**src/core/cbi_cfg.svh**
```systemverilog
// Timing and layout constants for the cycle steal break interface.
// Assumes a 200 MHz core clock with processor timing sampled on it.
`ifndef CBI_CFG_SVH
`define CBI_CFG_SVH
`define CBI_WORD_W 12
`define CBI_PRIO 2
`define CBI_FIFO_DEPTH 4
`define CBI_CLK_PS 5000
`define CBI_ADDR_DLY_NS 50
// Longest time, rounded down
`define CBI_ADDR_DLY_CYC ((`CBI_ADDR_DLY_NS * 1000) / `CBI_CLK_PS)
`define CBI_INCR_WORD 12'h001
`define CBI_ADDR_RST 12'h000
`endif

```
**src/core/cbi_pkg.sv**
```systemverilog
// Types shared by the break interface modules.
// Assumes nothing beyond the constants header.
package cbi_pkg;
  typedef struct packed {
    logic int_strobe;
    logic time_state_2;
    logic time_state_3;
    logic time_state_4;
    logic time_pulse_1;
    logic time_pulse_2;
    logic time_pulse_3;
    logic time_pulse_4;
  } cbi_timing_s;
  typedef struct packed {
    logic break_req;
    logic add_to_memory;
    logic data_in;
    logic three_cycle;
  } cbi_req_s;
  typedef enum logic [1:0] {
    CYC_COUNT,
    CYC_ADDR,
    CYC_DATA
  } cbi_cyc_e;
endpackage : cbi_pkg

```
**src/core/cbi_fifo.sv**
```systemverilog
// Small flip-flop FIFO with valid and ready on both sides.
// Assumes one clock and an asynchronous active high reset.
`timescale 1ns/1ps
`default_nettype none
module cbi_fifo #(
  parameter int W = 12,
  parameter int D = 4
) (
  input wire logic clk,
  input wire logic rst,
  input wire logic in_valid,
  output logic in_ready,
  input wire logic [W-1:0] in_data,
  output logic out_valid,
  input wire logic out_ready,
  output logic [W-1:0] out_data
);
  localparam int AW = (D > 1) ? $clog2(D) : 1;
  logic [W-1:0] mem [D];
  logic [AW-1:0] wr_ptr;
  logic [AW-1:0] rd_ptr;
  logic [AW:0] count;
  logic push;
  logic pop;
  assign in_ready = (count != (AW+1)'(D));
  assign out_valid = (count != '0);
  assign push = in_valid && in_ready;
  assign pop = out_valid && out_ready;
  assign out_data = mem[rd_ptr];
  always_ff @(posedge clk or posedge rst) begin
    if (rst) begin
      wr_ptr <= '0;
      rd_ptr <= '0;
      count <= '0;
    end else begin
      if (push) begin
        wr_ptr <= (wr_ptr == AW'(D - 1)) ? '0 : wr_ptr + 1'b1;
      end
      if (pop) begin
        rd_ptr <= (rd_ptr == AW'(D - 1)) ? '0 : rd_ptr + 1'b1;
      end
      count <= count + (AW+1)'(push) - (AW+1)'(pop);
    end
  end
  always_ff @(posedge clk) begin
    if (push) begin
      mem[wr_ptr] <= in_data;
    end
  end
endmodule : cbi_fifo
`default_nettype wire

```
**src/core/cbi_arb.sv**
```systemverilog
// Break priority network: one bus bit per priority, bit 0 highest.
// Assumes the bus reads high on bits that nobody grounds.
`timescale 1ns/1ps
`default_nettype none
module cbi_arb #(
  parameter int W = 12,
  parameter int PRIO = 2
) (
  input wire logic [W-1:0] bus_in,
  input wire logic window,
  input wire logic pending,
  output logic [W-1:0] drive_mask,
  output logic win
);
  logic [W-1:0] higher_ok;
  for (genvar i = 0; i < W; i++) begin : g_bit
    assign higher_ok[i] = (i >= PRIO) || bus_in[i];
    assign drive_mask[i] = (i == PRIO) && window && pending;
  end
  assign win = &higher_ok;
endmodule : cbi_arb
`default_nettype wire

```
**src/core/cbi_top.sv**
```systemverilog
// Peripheral side cycle steal break interface for the backplane bus.
// Assumes processor time states and pulses arrive synchronous to clk.
// Overview of operation
// - Interrupt strobe edge with request asserts break in progress and address disable.
// - Ground own priority bit only in time state 4; check the higher priority bits.
// - On winning at time pulse 4 drive break address within 50 ns.
// - On winning also ground cycle flag and state/instruction disable.
// - Next time pulse 1 grounds the address and state load inhibit.
// - Same time pulse 1 sets add flip-flop and transfer direction lines.
// - Release control lines in the order they were asserted.
// - Input or add transfers hold the word on the bus through time state 2.
// - Output transfers capture memory data on a time pulse into a buffer.
// - Overflow line, low in time state 3, may be sampled at pulse 3.
// - Drop control at cycle end unless another word follows.
// - Three cycle mode runs word count, current address, then data cycles.
// - Three cycle mode loads break address from memory data in address cycle.
// - Arbitration repeats before each of the three cycles.
`timescale 1ns/1ps
`default_nettype none
`include "cbi_cfg.svh"
module cbi_top #(
  parameter int W = `CBI_WORD_W,
  parameter int PRIO = `CBI_PRIO,
  parameter int DEPTH = `CBI_FIFO_DEPTH
) (
  input wire logic clk,
  input wire logic rst,
  input wire cbi_pkg::cbi_timing_s timing,
  input wire logic [W-1:0] data_bus_in,
  output logic [W-1:0] data_bus_out,
  output logic [W-1:0] data_bus_oe,
  input wire logic [W-1:0] memory_data_in,
  output logic [W-1:0] memory_address_out,
  output logic memory_address_oe,
  input wire logic overflow_n,
  output logic break_in_progress_n,
  output logic processor_addr_disable_n,
  output logic dma_cycle_flag_n,
  output logic state_instr_disable_n,
  output logic addr_state_load_inhibit_n,
  output logic device_to_memory_path_n,
  output logic memory_read_direction_n,
  input wire cbi_pkg::cbi_req_s req,
  input wire logic [W-1:0] device_addr,
  input wire logic [W-1:0] device_word,
  output logic [W-1:0] out_data,
  output logic out_valid,
  input wire logic out_ready,
  output logic overflow_seen
);
  localparam int ADDR_DLY = `CBI_ADDR_DLY_CYC;
  // Edge detectors on the time pulses and strobe
  logic strobe_q;
  logic pulse1_q;
  logic pulse2_q;
  logic pulse3_q;
  logic pulse4_q;
  logic strobe_edge;
  logic pulse1_edge;
  logic pulse2_edge;
  logic pulse3_edge;
  logic pulse4_edge;
  // New break request, address control, load control
  logic nbr;
  logic addr_cont;
  logic malc;
  logic add_to_memory_ff;
  logic out_ff;
  logic in_ff;
  logic [W-1:0] break_address;
  cbi_pkg::cbi_cyc_e cyc;
  cbi_pkg::cbi_cyc_e next_cyc;
  logic [W-1:0] prio_mask;
  logic win;
  logic fifo_ready;
  logic push;
  logic req_ok;
  logic more;
  logic writes_bus;
  logic [W-1:0] bus_word;

  assign strobe_edge = timing.int_strobe && !strobe_q;
  assign pulse1_edge = timing.time_pulse_1 && !pulse1_q;
  assign pulse2_edge = timing.time_pulse_2 && !pulse2_q;
  assign pulse3_edge = timing.time_pulse_3 && !pulse3_q;
  assign pulse4_edge = timing.time_pulse_4 && !pulse4_q;

  always_ff @(posedge clk or posedge rst) begin
    if (rst) begin
      strobe_q <= 1'b0;
      pulse1_q <= 1'b0;
      pulse2_q <= 1'b0;
      pulse3_q <= 1'b0;
      pulse4_q <= 1'b0;
    end else begin
      strobe_q <= timing.int_strobe;
      pulse1_q <= timing.time_pulse_1;
      pulse2_q <= timing.time_pulse_2;
      pulse3_q <= timing.time_pulse_3;
      pulse4_q <= timing.time_pulse_4;
    end
  end

  // A memory to device request waits while the buffer is full,
  // so the device's drain rate throttles the break rate.
  assign req_ok = req.break_req && (req.data_in || req.add_to_memory || fifo_ready);

  always_comb begin
    next_cyc = cyc;
    case (cyc)
      cbi_pkg::CYC_COUNT: next_cyc = cbi_pkg::CYC_ADDR;
      cbi_pkg::CYC_ADDR: next_cyc = cbi_pkg::CYC_DATA;
      cbi_pkg::CYC_DATA: next_cyc = cbi_pkg::CYC_COUNT;
      default: next_cyc = cbi_pkg::CYC_COUNT;
    endcase
  end

  // Mid-sequence of a three cycle break the request is implied
  assign more = malc && req.three_cycle && (cyc != cbi_pkg::CYC_DATA);

  // New break flip-flop follows the strobe only
  always_ff @(posedge clk or posedge rst) begin
    if (rst) begin
      nbr <= 1'b0;
    end else if (strobe_edge) begin
      nbr <= req_ok || more;
    end
  end

  // Major state sequencer, advanced at the end of each active cycle
  always_ff @(posedge clk or posedge rst) begin
    if (rst) begin
      cyc <= cbi_pkg::CYC_COUNT;
    end else if (strobe_edge && malc) begin
      cyc <= req.three_cycle ? next_cyc : cbi_pkg::CYC_DATA;
    end else if (!nbr && !addr_cont && !malc) begin
      cyc <= req.three_cycle ? cbi_pkg::CYC_COUNT : cbi_pkg::CYC_DATA;
    end
  end

  // Address control: priority re-checked at every pulse 4
  always_ff @(posedge clk or posedge rst) begin
    if (rst) begin
      addr_cont <= 1'b0;
    end else if (pulse4_edge) begin
      addr_cont <= nbr && win;
    end
  end

  always_ff @(posedge clk or posedge rst) begin
    if (rst) begin
      break_address <= `CBI_ADDR_RST;
    end else if (pulse4_edge && nbr && win && cyc != cbi_pkg::CYC_DATA) begin
      // Word count lives at the device address, current address after it
      break_address <= (cyc == cbi_pkg::CYC_ADDR) ? W'(device_addr + 1'b1) : device_addr;
    end else if (pulse4_edge && nbr && win && !req.three_cycle) begin
      break_address <= device_addr;
    end else if (pulse2_edge && malc && cyc == cbi_pkg::CYC_ADDR) begin
      break_address <= memory_data_in;
    end
  end

  // Load control and transfer path, latched at pulse 1
  always_ff @(posedge clk or posedge rst) begin
    if (rst) begin
      malc <= 1'b0;
      add_to_memory_ff <= 1'b0;
      out_ff <= 1'b0;
      in_ff <= 1'b0;
    end else if (pulse1_edge) begin
      malc <= addr_cont;
      if (addr_cont && cyc != cbi_pkg::CYC_DATA) begin
        // Count and address words are incremented in place
        add_to_memory_ff <= 1'b1;
        out_ff <= 1'b0;
        in_ff <= 1'b0;
      end else if (addr_cont) begin
        add_to_memory_ff <= req.add_to_memory;
        out_ff <= !req.data_in && !req.add_to_memory;
        in_ff <= req.data_in && !req.add_to_memory;
      end else begin
        add_to_memory_ff <= 1'b0;
        out_ff <= 1'b0;
        in_ff <= 1'b0;
      end
    end
  end

  // Overflow sampled at pulse 3 inside time state 3
  always_ff @(posedge clk or posedge rst) begin
    if (rst) begin
      overflow_seen <= 1'b0;
    end else if (pulse3_edge && timing.time_state_3 && malc && add_to_memory_ff) begin
      overflow_seen <= !overflow_n;
    end
  end

  cbi_arb #(
    .W(W),
    .PRIO(PRIO)
  ) cbi_arb_inst (
    .bus_in(data_bus_in),
    .window(timing.time_state_4),
    .pending(nbr),
    .drive_mask(prio_mask),
    .win(win)
  );

  assign writes_bus = malc && (add_to_memory_ff || in_ff) && timing.time_state_2;
  assign bus_word = (cyc == cbi_pkg::CYC_DATA) ? device_word : `CBI_INCR_WORD;

  // Registered bus drive; one clock of lag is small against a time state
  always_ff @(posedge clk or posedge rst) begin
    if (rst) begin
      data_bus_out <= '0;
      data_bus_oe <= '0;
    end else if (writes_bus) begin
      data_bus_out <= bus_word;
      data_bus_oe <= '1;
    end else begin
      data_bus_out <= '0;
      data_bus_oe <= prio_mask;
    end
  end

  always_ff @(posedge clk or posedge rst) begin
    if (rst) begin
      memory_address_out <= '0;
    end else begin
      memory_address_out <= break_address;
    end
  end

  assign memory_address_oe = addr_cont;
  assign break_in_progress_n = !nbr;
  assign processor_addr_disable_n = !nbr;
  assign dma_cycle_flag_n = !addr_cont;
  assign state_instr_disable_n = !addr_cont;
  assign addr_state_load_inhibit_n = !malc;
  assign device_to_memory_path_n = !(malc && (in_ff || add_to_memory_ff));
  assign memory_read_direction_n = !(malc && out_ff);

  assign push = pulse3_edge && malc && out_ff && cyc == cbi_pkg::CYC_DATA;

  cbi_fifo #(
    .W(W),
    .D(DEPTH)
  ) cbi_fifo_inst (
    .clk(clk),
    .rst(rst),
    .in_valid(push),
    .in_ready(fifo_ready),
    .in_data(memory_data_in),
    .out_valid(out_valid),
    .out_ready(out_ready),
    .out_data(out_data)
  );

  chk_strobe_sets_bk: assert property (@(posedge clk) disable iff (rst)
    (strobe_edge && req_ok) |=> (!break_in_progress_n && !processor_addr_disable_n))
    else $error("break in progress not asserted after strobe");

  chk_prio_in_window: assert property (@(posedge clk) disable iff (rst)
    (data_bus_oe[PRIO] && !$past(writes_bus)) |-> $past(timing.time_state_4))
    else $error("priority bit driven outside time state 4");

  chk_address_in_time: assert property (@(posedge clk) disable iff (rst)
    (pulse4_edge && nbr && win) |-> ##[1:ADDR_DLY] memory_address_oe)
    else $error("break address not on lines in time");

  chk_dma_flags_win: assert property (@(posedge clk) disable iff (rst)
    (pulse4_edge && nbr && win) |=> (!dma_cycle_flag_n && !state_instr_disable_n))
    else $error("cycle flag or state disable missing after win");

  chk_load_inhibit: assert property (@(posedge clk) disable iff (rst)
    (pulse1_edge && addr_cont) |=> !addr_state_load_inhibit_n)
    else $error("load inhibit not grounded at pulse 1");

  chk_path_select: assert property (@(posedge clk) disable iff (rst)
    (pulse1_edge && addr_cont && cyc == cbi_pkg::CYC_DATA && !req.data_in && !req.add_to_memory)
    |=> (!memory_read_direction_n && device_to_memory_path_n))
    else $error("read direction not set for output transfer");

  chk_release_order: assert property (@(posedge clk) disable iff (rst)
    $fell(addr_cont) |-> break_in_progress_n)
    else $error("address control released before break in progress");

  chk_word_in_ts2: assert property (@(posedge clk) disable iff (rst)
    writes_bus |=> (data_bus_oe == '1 && data_bus_out == $past(bus_word)))
    else $error("input word missing in time state 2");

  chk_output_capture: assert property (@(posedge clk) disable iff (rst)
    push |=> (out_valid && break_address == $past(break_address)))
    else $error("memory data not captured into buffer");

  chk_overflow_sample: assert property (@(posedge clk) disable iff (rst)
    (pulse3_edge && timing.time_state_3 && malc && add_to_memory_ff && !overflow_n) |=> overflow_seen)
    else $error("overflow not sampled at pulse 3");

  chk_end_release: assert property (@(posedge clk) disable iff (rst)
    (strobe_edge && !req.break_req && !more) |=> break_in_progress_n)
    else $error("break control kept without a further word");

  chk_three_seq: assert property (@(posedge clk) disable iff (rst)
    (strobe_edge && malc && req.three_cycle && cyc == cbi_pkg::CYC_COUNT) |=> cyc == cbi_pkg::CYC_ADDR)
    else $error("word count cycle not followed by address cycle");

  chk_ca_load: assert property (@(posedge clk) disable iff (rst)
    (pulse2_edge && malc && cyc == cbi_pkg::CYC_ADDR) |=> break_address == $past(memory_data_in))
    else $error("break address not loaded from memory data");

  chk_rearbitrate: assert property (@(posedge clk) disable iff (rst)
    (pulse4_edge && nbr && !win) |=> dma_cycle_flag_n)
    else $error("cycle taken without winning arbitration");

  chk_pulse_sync: assert property (@(posedge clk) disable iff (rst)
    $changed(addr_cont) |-> $past(pulse4_edge))
    else $error("address control changed off pulse 4");
endmodule : cbi_top
`default_nettype wire

```
**config.mk**
```make
export PLATFORM = sky130hd
export DESIGN_NAME = cbi_top
export DESIGN_NICKNAME = d
export VERILOG_FILES = /design/src/core/cbi_pkg.sv /design/src/core/cbi_fifo.sv /design/src/core/cbi_arb.sv /design/src/core/cbi_top.sv
export VERILOG_INCLUDE_DIRS = /design/src /design/src/core
export SDC_FILE = /design/constraint.sdc
export NUM_CORES = 1
export LEC_CHECK = 0
export ABC_AREA = 1
export BUFFER_PORTS_ARGS = -buffer_cell sky130_fd_sc_hd__buf_2
export CAP_MARGIN = 20
export CORE_ASPECT_RATIO = 1.4
export CORE_MARGIN = 4
export CORE_UTILIZATION = 59
export CTS_BUF_LIST = sky130_fd_sc_hd__clkbuf_4 sky130_fd_sc_hd__clkbuf_8
export DETAILED_ROUTE_END_ITERATION = 10
export PLACE_DENSITY = 0.91
export SYNTH_ARGS = -nofsm -noshare
export SYNTH_HDL_FRONTEND = slang
export SYNTH_SLANG_ARGS = --single-unit
```
**constraint.sdc**
```tcl
create_clock -name clk -period 4.45 [get_ports clk]
set_clock_uncertainty 0.15 [all_clocks]
set_input_delay 0.445 -clock clk [delete_from_list [all_inputs] [get_ports clk]]
set_output_delay 0.445 -clock clk [all_outputs]
set_load 0.02 [all_outputs]
```
* Word-level counts from Yosys, hierarchy flattened
Memory sizes are Yosys's and may differ from the RTL's.
Index checks and enable logic that the tools add are counted.
** Word-level totals
- Register bits after elaboration :: 69
- Bits in writable memories :: 48
- Input port bits :: 64
- Output and inout port bits :: 58
- Word-level logic and storage cells :: 110
- Memories kept :: 1
** Operators by class
- Add/sub/neg operators :: 5
- Eq/ne operators :: 6
- Multiplexer cells :: 22
- Reduce and logical (&&, ||, !) cells :: 56
** Memory list
- cbi_fifo_inst.mem :: words 4, width 12, read ports 1, clocked after Yosys merged registers in 0, write ports 1, line cbi_fifo.sv:19 : logic [W-1:0] mem [D];
** Operators with widths (number)
- 12-bit 2-to-1 mux :: 7
- 1-bit logical AND :: 33
- 1-bit zero test :: 14
- 12-bit by 1-bit adder with 12-bit output (second input constant) :: 1
- 2-bit 2-to-1 mux :: 6
- 1-bit 2-to-1 mux :: 8
- 2-bit equality test (second input constant) :: 3
- 3-bit nonzero test :: 2
- 2-bit by 1-bit adder with 2-bit output (second input constant) :: 2
- 1-bit logical OR :: 4
- 2-bit case mux with 2 select lines :: 1
- 3-bit by 1-bit adder with 3-bit output :: 1
- 3-bit != test (second input constant) :: 1
- 3-bit by 1-bit subtractor with 3-bit output :: 1
- 2-bit by 1-bit equality test with 1-bit output (second input constant) :: 1
- 2-bit zero test :: 1
- 2-bit != test (second input constant) :: 1
- 2-bit AND reduction :: 1
- 2-bit nonzero test :: 1

* Depth between registers and ports, before layout
Gate-level depths: netlist of the first run.
- Depth in word-level cells :: 8
- Gate-level depth with buffers :: 10
- Gate-level depth less buffers :: 10

* Modules after synthesis
A second synthesis of the first run with hierarchy kept.
** Second synthesis, totals
- Cells, all modules :: 569
- Area, all modules :: 5348.9 um^2
** Modules (own cells, without submodules)
- cbi_top :: instances 1, cells each 352, area each 2839.0 um^2, seq. area each 1551.5 um^2
- cbi_fifo :: instances 1, cells each 201, area each 2408.6 um^2, seq. area each 1616.6 um^2
- cbi_arb :: instances 1, cells each 16, area each 101.3 um^2, seq. area each 0.0 um^2

* Least setup slack after synthesis of the first run
OpenSTA, ideal clock, no wires.
- Path kind :: flip-flop to flip-flop
- Start point :: register cbi_fifo_inst.count[1]
- End point :: register cbi_fifo_inst.count[2]
- Library setup time :: 129 ps
- Arrival time :: 2084 ps
- Data required time :: 4171 ps
- Setup slack :: 2088 ps
- Stages on the path, launching flop included :: 11
- Buffers on the path :: 0
- Clock period less this slack :: 2362 ps
- Cells stage by stage :: dfrtp_1 inv_1 nand3b_1 and2_0 ha_1 inv_1 ha_1 inv_1 fa_1 xnor2_1 xor2_1
** Between the ends
- Elaborated cells on any way between the ends :: 6
- Classes of those cells :: 2 x add/sub; 1 x eq/ne; 3 x reduce/logical
** RTL lines
- start, declared :: line cbi_fifo.sv:22 : logic [AW:0] count;
- start signal, assigned :: line cbi_fifo.sv:42 : count <= count + (AW+1)'(push) - (AW+1)'(pop);
- 3-bit nonzero test :: line cbi_fifo.sv:26 : assign out_valid = (count != '0);
- net out_valid :: line cbi_top.sv:47 : output logic out_valid,
- 1-bit logical AND :: line cbi_fifo.sv:28 : assign pop = out_valid && out_ready;
- net cbi_fifo_inst.pop :: line cbi_fifo.sv:24 : logic pop;
- 3-bit by 1-bit subtractor with 3-bit output :: line cbi_fifo.sv:42
The timed path passes the listed nets, and every way through them passes these cells.
A chain may end at the register's enable or synchronous reset.

* Worst setup path in the final report of the first run
- Start point :: register cbi_fifo_inst.rd_ptr[0]
- End point :: output port out_data[8]
** Between the ends
- Cells in the longest elaborated chain, start to end :: 1
** Ends and longest elaborated chain
- start, declared :: line cbi_fifo.sv:21 : logic [AW-1:0] rd_ptr;
- start signal, assigned :: line cbi_fifo.sv:40 : rd_ptr <= (rd_ptr == AW'(D - 1)) ? '0 : rd_ptr + 1'b1;
- memory read 4 x 12 bit
- end, declared :: line cbi_top.sv:46 : output logic [W-1:0] out_data,
Every way passes these cells.

==> results by group, run 1 <==
Outcome
  • Status: complete, no violations

Yosys
  • Synth Area in Adders: 0.02508
  • Flops & latches, synth: approximately 110
  • Post-Synthesis Cells: 490
  • Mux cell area share after synthesis: 0
  • Post-synth cell types: 34
  • Largest family of logic cells by synthesized area: simple AND/OR/NAND/NOR gates
  • Ranking of synthesized cells by area: dfrtp_1 31%, edfxtp_1 30%, nand2_1 7.7%
  • Mean Syn Cell Area: 9.772 um^2
  • Post-synthesis instance area: ~0.0048 mm^2
  • Synth Area in Compound Gates: 0.07630
  • Yosys top cell by area: dfrtp_1
  • Post-Synth XOR/XNOR Area: 0.007316
  • Area share of the largest cell type after synthesis: 0.3083
  • Syn nets: 563
  • Yosys warning count: 0
  • Synth Area in Simple Gates: 0.2041
  • Sequential element share of the synthesized area: 0.6094

Cells and area
  • Fin nets: 665
  • Commonest non-fill, non-tap cell in the layout: buf_2
  • Share of cells above drive strength 1: 0.2513
  • Most frequent cells in the layout: 111 x buf_2, 98 x nand2_1, 72 x nor2_1, 59 x dfrtp_1
  • Ant diodes: 0
  • Fillcell total: 575
  • Area Growth Syn to Fin: 15.81%

CTS
  • Worst skew pair latency: 370 ps
  • Clk root buf: clkbuf_8
  • CTS tree: yes
  • Num CTS Buffers: 9
  • Post-CTS Setup Bufs: 0
  • Clock Sinks: 107
  • Hold buffers post-CTS: 0
  • CTS resizes: 0
  • Clock-pin slew on the worst setup and hold paths: approximately 100 ps
  • H-tree lvl count: 3
  • Clk buf depth: 2

Setup path
  • CP max stage cell: inv_1
  • Crit Path Class: reg2out
  • Worst-case reg-to-reg path depth: 7
  • FF-to-FF setup slack: approximately 1800 ps
  • Worst reg2reg startpoint: cyc[0]$_DFFE_PP0P_
  • WP data arrival: 2130 ps
  • Critical R2R Capture: cbi_fifo_inst.mem[1][5]$_DFFE_PP_
  • Crit path largest cell delay: between 500 and 600 ps
  • CP cell instances: buf_4 > inv_1 > o21ai_0 > o22ai_1 > buf_2
  • CP endpoint kind: output port
  • WP data required: 3860 ps
  • Worst setup path startpoint: cbi_fifo_inst.rd_ptr[0]$_DFFE_PP0P_
  • Worst setup SP type: flip-flop
  • End of the critical path: out_data[8]
  • Crit Path Max Fanout: 27

Die
  • Core area: 0.007845 mm^2
  • Die H: 114.6 um
  • IO Pins: 122
  • # rows: 38
  • DIE AREA: between 0.009 and 0.01 mm^2
  • Starting Density: 0.6104
  • Die Wd: 84.14 um

Global routing
  • Global-route wire length before repair: 17.56 mm
  • Largest net degree at the start of global routing: 60
  • GRT Residual Overflow: 0
  • GRT Total Usage: 0.2342
  • Initial antenna violation count: 0
  • Vias in the first global route: 3718

STA
  • Final worst slack: 1726 ps
  • Tightest Pin Transition: 1064 ps
  • Setup TNS: 0 ps
  • Min Hold Slack: 37.54 ps
  • Min Tclk post-route: 2724 ps
  • Max-slew headroom: 0.2881
  • Final setup viols: 0
  • Final Hold Fails: 0
  • RSZ-0062 raised after global routing: false
  • Max-slew violations: 0
  • Maximum operating frequency: 367.1 MHz
  • Fin crit share: 0.6121

Placement
  • RePlAce Congestion: between 0.9 and 1
  • DP HPWL: between 7 and 8 mm
  • Dpl ws: 1691 ps
  • Buffers on Ports: 111

Route
  • Drt wl/cell: 15.94 um
  • Vias/cell: roughly 5.4
  • Pre-antenna DRT Iters: 5
  • DRT iter0 DRCs: approximately 320
  • Via count: 3767
  • DRT Wirelength: between 10 and 15 mm
  • Post-route ant nets: 0
  • DRC: 0

Pwr
  • Peak supply drop: 0.3411 mV
  • Power Dens Cells: about 500 mW/mm^2
  • Leak: 0.002655 uW
  • Total Power: around 2800 uW

Worst hold path
  • Worst min-delay path class: in2reg
  • Hold path depth: 1

Flow run
  • Max cap viols: 0
-- per-layer routing --
metal	up-vias	GRT usage	part of all wire
li1	1795	-	-
met1	1800	0.2680	0.37
met2	141	0.4199	0.55
met3	31	0.04104	0.050
met4	0	0.1170	0.030
met5	-	0	0
-- logic make-up after synthesis --
family                   count (synthesis)
AND/OR/NAND/NOR                        223
flip-flops                             107
buffers and inverters                   80
AO/OA/AOI/OAI                           67
adder cells (fa/ha/maj)                  9
XOR/XNOR                                 4
-- synthesized netlist by cell type --
cell	count
a31oi_1	1
nor2_1	72
nand3b_1	1
buf_2	2
inv_1	49
nor2_8	1
nand4_1	9
o21ai_1	3
nand2_2	4
clkbuf_1	7
xnor2_1	2
o21ai_2	1
o22ai_1	13
edfxtp_1	48
nor2_4	1
o221ai_1	1
dfrtp_1	59
fa_1	1
nand3_1	31
clkbuf_2	1
buf_6	3
o31ai_1	2
and2_0	1
nand3_4	2
nand3_2	1
xor2_1	2
ha_1	8
o21ai_0	43
buf_4	12
nand2_1	98
nor2_2	2
a21oi_1	3
clkinv_2	1
inv_2	5
-- how the worst min path moves through the flow --
| stage | from | to | slack [ps] |
|---|---|---|---|
| floorplan | break_address[0]$_DFFE_PP0P_ | memory_address_out[0]$_DFF_PP0_ | 200 |
| global placement | break_address[11]$_DFFE_PP0P_ | memory_address_out[11]$_DFF_PP0_ | 210 |
| detailed placement | break_address[3]$_DFFE_PP0P_ | memory_address_out[3]$_DFF_PP0_ | 210 |
| CTS | timing[3] | pulse1_q$_DFF_PP0_ | 30 |
| global route | timing[7] | strobe_q$_DFF_PP0_ | 30 |
| finish | timing[3] | pulse1_q$_DFF_PP0_ | 40 |
-- cell type report --
class | count | area (um^2) | area share
Clock buffer | 10 | 131.4 | 0.02369
Clock inverter | 6 | 65.06 | 0.01173
Inverter | 55 | 207.7 | 0.03745
Multi-Input combinational cell | 303 | 1498 | 0.2701
Sequential cell | 107 | 2918 | 0.5262
Tap cell | 100 | 125.1 | 0.02256
Timing Repair Buffer | 116 | 600.6 | 0.1083
-- sequential cells by signal, summed over array words and instances (netlist names), 2 cells and up --
| name | cells |
|---|---|
| cbi_fifo_inst.mem | 48 |
| break_address | 12 |
| data_bus_out | 12 |
| memory_address_out | 12 |
| cbi_fifo_inst.count | 3 |
| cbi_fifo_inst.rd_ptr | 2 |
| cbi_fifo_inst.wr_ptr | 2 |
| cyc | 2 |
| data_bus_oe | 2 |
-- metrics by stage --
step / cell area (um^2) / cells / util
floorplan: 4788 / 490 / -
global placement: 5319 / 678 / 0.6780
detailed placement: 5319 / 678 / 0.6780
CTS: 5515 / 694 / 0.7030
global route: 5545 / 697 / 0.7069
finish: 5545 / 697 / 0.7069
-- where the power goes --
group	switching, uW	leakage [uW]	total [uW]	internal, uW
clock network	325	0.000102	592	268
registers	91.2	0.00117	1270	1180
logic	604	0.00138	886	283
-- critical path: cells and delay by family, from the launching register on --
family / cells / cell delay [ps]
buffers and inverters: 3 / 980
AOI/OAI and AO/OA: 2 / 390
DFF: 1 / 380
Note: power is estimated with default switching activity, not from simulation.
==> run 2: changes to the inputs <==
- CORE_UTILIZATION: 59 -> 50
- PLACE_DENSITY: 0.91 -> 0.83
- clock period: 4.45 -> 2.32 ns (I/O delays scaled with it)
==> run 2 against run 1 <==
Against the previous run:
- flip-flop and latch count is the same
- combinational power grew 100%
- design area grew 7.9%
- global-route usage shrank 1.5 points
- sequential share of layout area shrank 3.8 points
- critical endpoint is now cbi_fifo_inst.count[2]$_DFF_PP0_
- largest power group unchanged
- highest routed layer unchanged
==> results by group, run 2 (synthesized netlist as in run 1, its figures left out) <==
Placement
  • Buffers on Ports: between 100 and 150
  • Post-DP Area: ~0.0054 mm^2
  • DP HPWL: between 8 and 9 mm
  • Dpl cells: slightly below 700
  • RePlAce Congestion: slightly below 0.9
  • Dpl ws: approximately 92 ps

Cells and area
  • Top reg by flops: cbi_fifo_inst.mem
  • Final Core Density: 0.6358
  • Share of cells above drive strength 1: 0.2500
  • Design area: between 0.005 and 0.006 mm^2
  • Fillcell total: 744
  • Area Growth Syn to Fin: 24.90%
  • Commonest non-fill, non-tap cell in the layout: buf_2
  • Max FFs per register: 48
  • Most frequent cells in the layout: 111 x buf_2, 98 x nand2_1, 72 x nor2_1, 59 x dfrtp_1, 48 x edfxtp_1
  • Fin nets: 708
  • Non-Filler Instances: 751

Route
  • DRT Wirelength: between 10 and 15 mm
  • Drt wl/cell: 15.82 um
  • Vias/cell: 5.277
  • DRC: 0
  • Via count: 3963
  • Pre-antenna DRT Iters: 6
  • Post-route ant nets: 0
  • DRT iter0 DRCs: 261

STA
  • Final worst slack: just over 100 ps
  • Max-slew headroom: 0.6997
  • Fin crit share: 0.9562
  • RSZ-0062 raised after global routing: true
  • Max-slew violations: 0
  • Tightest Pin Transition: approximately 450 ps
  • Setup TNS: 0 ps
  • Final setup viols: 0
  • Min Tclk post-route: 2218 ps
  • Final Hold Fails: 0
  • Maximum operating frequency: 450.8 MHz

CTS
  • Clock-pin slew on the worst setup and hold paths: 90 ps
  • Worst skew pair latency: 380 ps
  • H-tree lvl count: 3
  • CTS tree: yes
  • Clock Sinks: 107
  • Clk buf depth: 2
  • Num CTS Buffers: 9
  • Clk root buf: clkbuf_8

Setup path
  • Worst-case reg-to-reg path depth: 10
  • Crit Path Class: reg2reg
  • Worst setup SP type: flip-flop
  • Worst reg2reg startpoint: cyc[0]$_DFFE_PP0P_
  • CP max stage cell: dfrtp_1
  • WP data arrival: 2370 ps
  • WP data required: approximately 2500 ps
  • Critical R2R Capture: cbi_fifo_inst.count[2]$_DFF_PP0_
  • CP cell instances: inv_2 > nand2_2 > inv_2 > nand3_1 > nor2_1 > ha_1 > inv_1 > fa_1 > xnor2_1 > xor2_1
  • CP endpoint kind: flip-flop
  • Crit path largest cell delay: between 400 and 500 ps
  • Crit Path Max Fanout: 12
  • Crit path top cell by count: inv_2
  • FF-to-FF setup slack: 100 ps

Global routing
  • GRT Residual Overflow: 0
  • Largest net degree at the start of global routing: 27
  • Initial antenna violation count: 1
  • Vias in the first global route: 4026
  • GRT Total Usage: 0.2194
  • Global-route wire length before repair: between 15 and 20 mm

Pwr
  • Peak supply drop: 0.3301 mV
  • Power Dens Cells: between 800 and 900 mW/mm^2
  • Leak: 0.002835 uW

Die
  • Die Wd: 90.71 um
  • Die H: ~120 um
  • DIE AREA: 0.01123 mm^2
  • IO Pins: between 100 and 150
  • Core area: 0.009407 mm^2
  • # rows: 42
  • Starting Density: 0.5090

Worst hold path
  • Hold Path Origin: req[0]
  • Worst min-delay path class: in2reg
  • Hold path depth: 3
  • Hold path endpoint: nbr$_DFFE_PP0P_

Flow run
  • Max cap viols: 0

Outcome
  • Status: complete, no violations
[run 2: changes by cell type in the layout (fill, tap and decap cells not counted), sizes merged]
cell,before,now
diode,0,1
dlygate4sd3,0,37
inv,55,53
buf,116,122
clkinvlp,0,2
[run 2: area by class of cell]
class,count,area [um^2],area share
Clock buffer,10,137.6,0.02301
Multi-Input combinational cell,303,1500,0.2508
Tap cell,110,137.6,0.02301
Timing Repair Buffer,159,1008,0.1686
Inverter,55,211.5,0.03536
Clock inverter,6,65.06,0.01088
Antenna cell,1,2.502,0.0004184
Sequential cell,107,2918,0.4879
[run 2: worst max path at each step]
stage	start	to	slack [ps]	cells past startpoint
2_1_floorplan	cbi_fifo_inst.count[1]$_DFF_PP0_	cbi_fifo_inst.count[2]$_DFF_PP0_	2	10
3_3_place_gp	cbi_fifo_inst.count[1]$_DFF_PP0_	cbi_fifo_inst.count[2]$_DFF_PP0_	150	10
3_5_place_dp	cbi_fifo_inst.count[1]$_DFF_PP0_	cbi_fifo_inst.count[2]$_DFF_PP0_	90	10
4_1_cts	cbi_fifo_inst.count[1]$_DFF_PP0_	cbi_fifo_inst.count[2]$_DFF_PP0_	60	10
5_1_grt	cbi_fifo_inst.count[1]$_DFF_PP0_	cbi_fifo_inst.count[2]$_DFF_PP0_	-60	10
6_report	cyc[0]$_DFFE_PP0P_	cbi_fifo_inst.count[2]$_DFF_PP0_	100	10
[run 2: where the power goes]
group	leakage, uW	internal [uW]	switching (uW)	total [uW]
clock	0.000100	528	633	1160
sequential	0.00117	2270	177	2440
combinational	0.00156	619	1150	1770
total	0.00284	3410	1960	5380
[run 2: what timing repair did]
item                                   in CTS  in global routing
hold buffers                               37                  0
endpoints found under the hold margin      87                  0
gates resized for setup                     0                  3
setup endpoints to repair                   0                 12
setup buffers                               0                  2
[run 2: stage by stage]
stage / hold slack [ps] / total power (uW)
4_1_cts: 8.125 / 5353
6_report: 19.92 / 5376
3_5_place_dp: 89.97 / 4148
3_3_place_gp: 84.40 / 4069
5_1_grt: 24.88 / 5676
2_1_floorplan: 113.4 / 3578
[run 2: worst max-delay path, delay by kind of cell, from the launching register on]
family	cells	cell delay (ps)
adders and majority gates	2	540
buffers and inverters	3	330
and+or+nand+nor	3	350
xor gates and xnor gates	2	360
DFF	1	410
[run 2: layer usage]
metal,wire length (um),global-route usage,vias to the layer above
met5,0,0,-
met4,445,0.1054,0
met3,566,0.04713,34
met2,6417,0.4042,148
met1,4452,0.2408,1897
li1,-,-,1884
==> run 3: changes to the inputs <==
--- a/config.mk
+++ b/config.mk
@@ -8,11 +8,10 @@
 export LEC_CHECK = 0
-export ABC_AREA = 1
 export BUFFER_PORTS_ARGS = -buffer_cell sky130_fd_sc_hd__buf_2
 export CAP_MARGIN = 20
-export CORE_ASPECT_RATIO = 1.4
+export CORE_ASPECT_RATIO = 1.75
 export CORE_MARGIN = 4
-export CORE_UTILIZATION = 50
+export CORE_UTILIZATION = 49
 export CTS_BUF_LIST = sky130_fd_sc_hd__clkbuf_4 sky130_fd_sc_hd__clkbuf_8
 export DETAILED_ROUTE_END_ITERATION = 10
-export PLACE_DENSITY = 0.83
+export PLACE_DENSITY = 0.82
 export SYNTH_ARGS = -nofsm -noshare
==> constraint.sdc (replaced) <==
create_clock -name clk -period 2.32 [get_ports clk]
set_clock_uncertainty 0.15 [all_clocks]
set_input_delay 0.116 -clock clk [delete_from_list [all_inputs] [get_ports clk]]
set_output_delay 0.116 -clock clk [all_outputs]
set_load 0.02 [all_outputs]
==> run 3 against run 2 <==
Against the previous run:
- worst setup slack got worse by 44 ps
- wire length is 7.5% lower
- sequential power is essentially flat
- clock power rose by 17%
- sequential share of layout area decreased by 0.66 points
- count of clock-buffer cells in the layout increased by 1
- non-clock buffer count grew 16
- register-to-register slack lost 40 ps
- fmax fell by 2.0%
- synthesized cell count fell by 28%
- largest power group unchanged
==> results by group, run 3 <==
Pwr
  • P_sw: 1745 uW
  • Net Sw Frac: 0.3149
  • Peak supply drop: ~0.43 mV
  • Clock power share: 0.246
  • Leak: 0.002627 uW
  • Total Power: 5543 uW
  • Power Dens Cells: between 900 and 1000 mW/mm^2
  • Register share of total power: 0.445
  • Internal: 3798 uW
  • Gate power share: 0.309

Die
  • # rows: 46
  • IO Pins: 122
  • Core area: 0.009151 mm^2
  • Starting Density: 0.5075
  • DIE AREA: 0.01116 mm^2
  • Die H: between 100 and 150 um
  • Die Wd: between 80 and 90 um

Flow run
  • Max cap viols: 0

STA
  • Setup TNS: 0 ps
  • Fin crit share: 0.9754
  • Max-slew violations: 0
  • Tightest Pin Transition: 579.3 ps
  • RSZ-0062 raised after global routing: true
  • Final Hold Fails: 0
  • Min Tclk post-route: 2263 ps
  • Max-slew headroom: 0.6138
  • Maximum operating frequency: about 440 MHz
  • Final worst slack: 57.08 ps
  • Final setup viols: 0

Yosys
  • Post-Synthesis Cells: 351
  • Ranking of synthesized cells by area: dfrtp_1 32%, edfxtp_1 31%, mux4_2 5.8%
  • Most frequent cell after synthesis: dfrtp_1
  • Post-synth cell types: 58
  • Main synth FF type: dfrtp_1
  • Mean Syn Cell Area: 13.23 um^2
  • Async SR Flop Fraction: 0.5514
  • Area share of the largest cell type after synthesis: 0.3179
  • Yosys top cell by area: dfrtp_1
  • Syn nets: 424
  • Post-synth top cells: 59 x dfrtp_1, 48 x edfxtp_1, 31 x nand2_1
  • Yosys warning count: 0
  • Number of synthesized flops with an enable pin: 48
  • Flops & latches, synth: approximately 110
  • Post-synthesis instance area: 0.004644 mm^2
  • Sequential element share of the synthesized area: 0.6282

Placement
  • Dpl ws: -40.01 ps
  • Post-DP Area: 0.005305 mm^2
  • DP HPWL: 7.925 mm
  • Dpl cells: 568
  • RePlAce Congestion: 0.8618
  • Buffers on Ports: 111

Outcome
  • Status: complete, no violations

Worst hold path
  • Worst min-delay path class: in2reg

Setup path
  • Crit Path Class: reg2reg
  • Crit Path Max Fanout: 3
  • CP max stage cell: dfrtp_1
  • WP buf/inv: 3
  • CP endpoint kind: flip-flop
  • Crit path top cell by count: inv_2
  • Crit path largest cell delay: 410 ps
  • WP data required: ~2500 ps
  • Top cell family by delay on the critical path: adder cells
  • WP data arrival: 2420 ps
  • Worst setup SP type: flip-flop
  • CP cell instances: or3_4 > nand2_4 > inv_2 > ha_4 > inv_2 > ha_2 > inv_2 > fa_2 > xnor2_2 > xnor2_1

CTS
  • Clock-pin slew on the worst setup and hold paths: 100 ps
  • CTS tree: yes
  • Clk buf depth: 2
  • H-tree lvl count: 3
  • Worst skew pair latency: 380 ps
  • Clock Sinks: around 110
  • Num CTS Buffers: 9
  • Clk root buf: clkbuf_8

Cells and area
  • Max FFs per register: 48
  • Top reg by flops: cbi_fifo_inst.mem
  • Ant diodes: 0
  • Fillcell total: 656
  • Area Growth Syn to Fin: 30.55%
  • Fin nets: 582
  • Most frequent cells in the layout: 111 x buf_2, 59 x dfrtp_1, 48 x edfxtp_1, 45 x dlygate4sd3_1, 30 x nand2_1
  • Non-Filler Instances: 634
  • Share of cells above drive strength 1: 0.3444
  • Commonest non-fill, non-tap cell in the layout: buf_2
  • Design area: 0.006063 mm^2

Route
  • DRC: 0
  • Drt wl/cell: 17.33 um
  • DRT iter0 DRCs: 181
  • Pre-antenna DRT Iters: 4
  • Vias/cell: 5.382
  • Via count: 3412
  • DRT Wirelength: 10.99 mm
  • Post-route ant nets: 0

Global routing
  • Vias in the first global route: 3588
  • Initial antenna violation count: 0
  • Largest net degree at the start of global routing: 24
  • GRT Total Usage: 0.2108
  • Global-route wire length before repair: 17.26 mm
  • GRT Residual Overflow: 0
[run 3: cell type report]
type | instances | area (um^2) | area share
Timing Repair Buffer | 175 | 1149 | 0.1894
Sequential cell | 107 | 2918 | 0.4812
Tap cell | 120 | 150.1 | 0.02476
Clock buffer | 11 | 138.9 | 0.02291
Inverter | 13 | 48.80 | 0.008048
Clock inverter | 5 | 107.6 | 0.01775
Multi-Input combinational cell | 203 | 1551 | 0.2559
[run 3: logic make-up after synthesis]
logic type	share of synthesized area
multiplexers	0.06762
buffers and inverters	0.04795
flip-flops	0.6282
AO/OA/AOI/OAI	0.08217
adder cells (fa/ha/maj)	0.02586
AND/OR/NAND/NOR	0.1444
XOR/XNOR	0.003772
[run 3: power groups by stage]
| stage | Combinational [uW] | Clock [uW] | Sequential [uW] |
|---|---|---|---|
| 6_report | 1710 | 1360 | 2470 |
| 5_1_grt | 1860 | 1470 | 2500 |
| 4_1_cts | 1710 | 1390 | 2470 |
| 3_5_place_dp | 1580 | 0 | 2510 |
| 3_3_place_gp | 1510 | 0 | 2490 |
| 2_1_floorplan | 974 | 0 | 2590 |
[run 3: metrics by stage]
stage	hold slack [ps]	util
after floorplan	-2.570	-
after global placement	-42.18	0.5797
after detailed placement	-33.29	0.5797
after CTS	5.880	0.6600
after global routing	18.65	0.6626
final	14.74	0.6626
[run 3: per-layer routing]
| layer | vias to the layer above | global-route usage | share of wire |
|---|---|---|---|
| met5 | - | 0 | 0 |
| li1 | 1604 | - | - |
| met3 | 24 | 0.03491 | 0.054 |
| met1 | 1656 | 0.2121 | 0.35 |
| met4 | 0 | 0.1285 | 0.032 |
| met2 | 128 | 0.3902 | 0.56 |
[run 3: final timing paths]
check | start | to | slack (ps) | depth (start not counted)
min reg2reg | break_address[3]$_DFFE_PP0P_ | memory_address_out[3]$_DFF_PP0_ | 230 | 0
min in group asynchronous | rst | overflow_seen$_DFFE_PP0P_ | 120 | 3
min | device_addr[1] | break_address[1]$_DFFE_PP0P_ | 10 | 3
max in group asynchronous | rst | memory_address_out[9]$_DFF_PP0_ | 1250 | 4
max reg2reg | cbi_fifo_inst.count[0]$_DFF_PP0_ | cbi_fifo_inst.count[2]$_DFF_PP0_ | 60 | 10
max | cbi_fifo_inst.count[0]$_DFF_PP0_ | cbi_fifo_inst.count[2]$_DFF_PP0_ | 60 | 10
[run 3: tightest hold or removal path, delay by kind of cell]
| family | cells | cell delay [ps] |
|---|---|---|
| buf+inv | 1 | 120 |
| compound gates | 2 | 260 |
[run 3: repair_timing]
item,4_1_cts,5_1_grt
hold buffers,45,0
pin swaps,6,6
endpoints found under the setup margin,1,18
gates resized for setup,5,2
buffers inserted,2,3
hold endpoints to repair,146,0
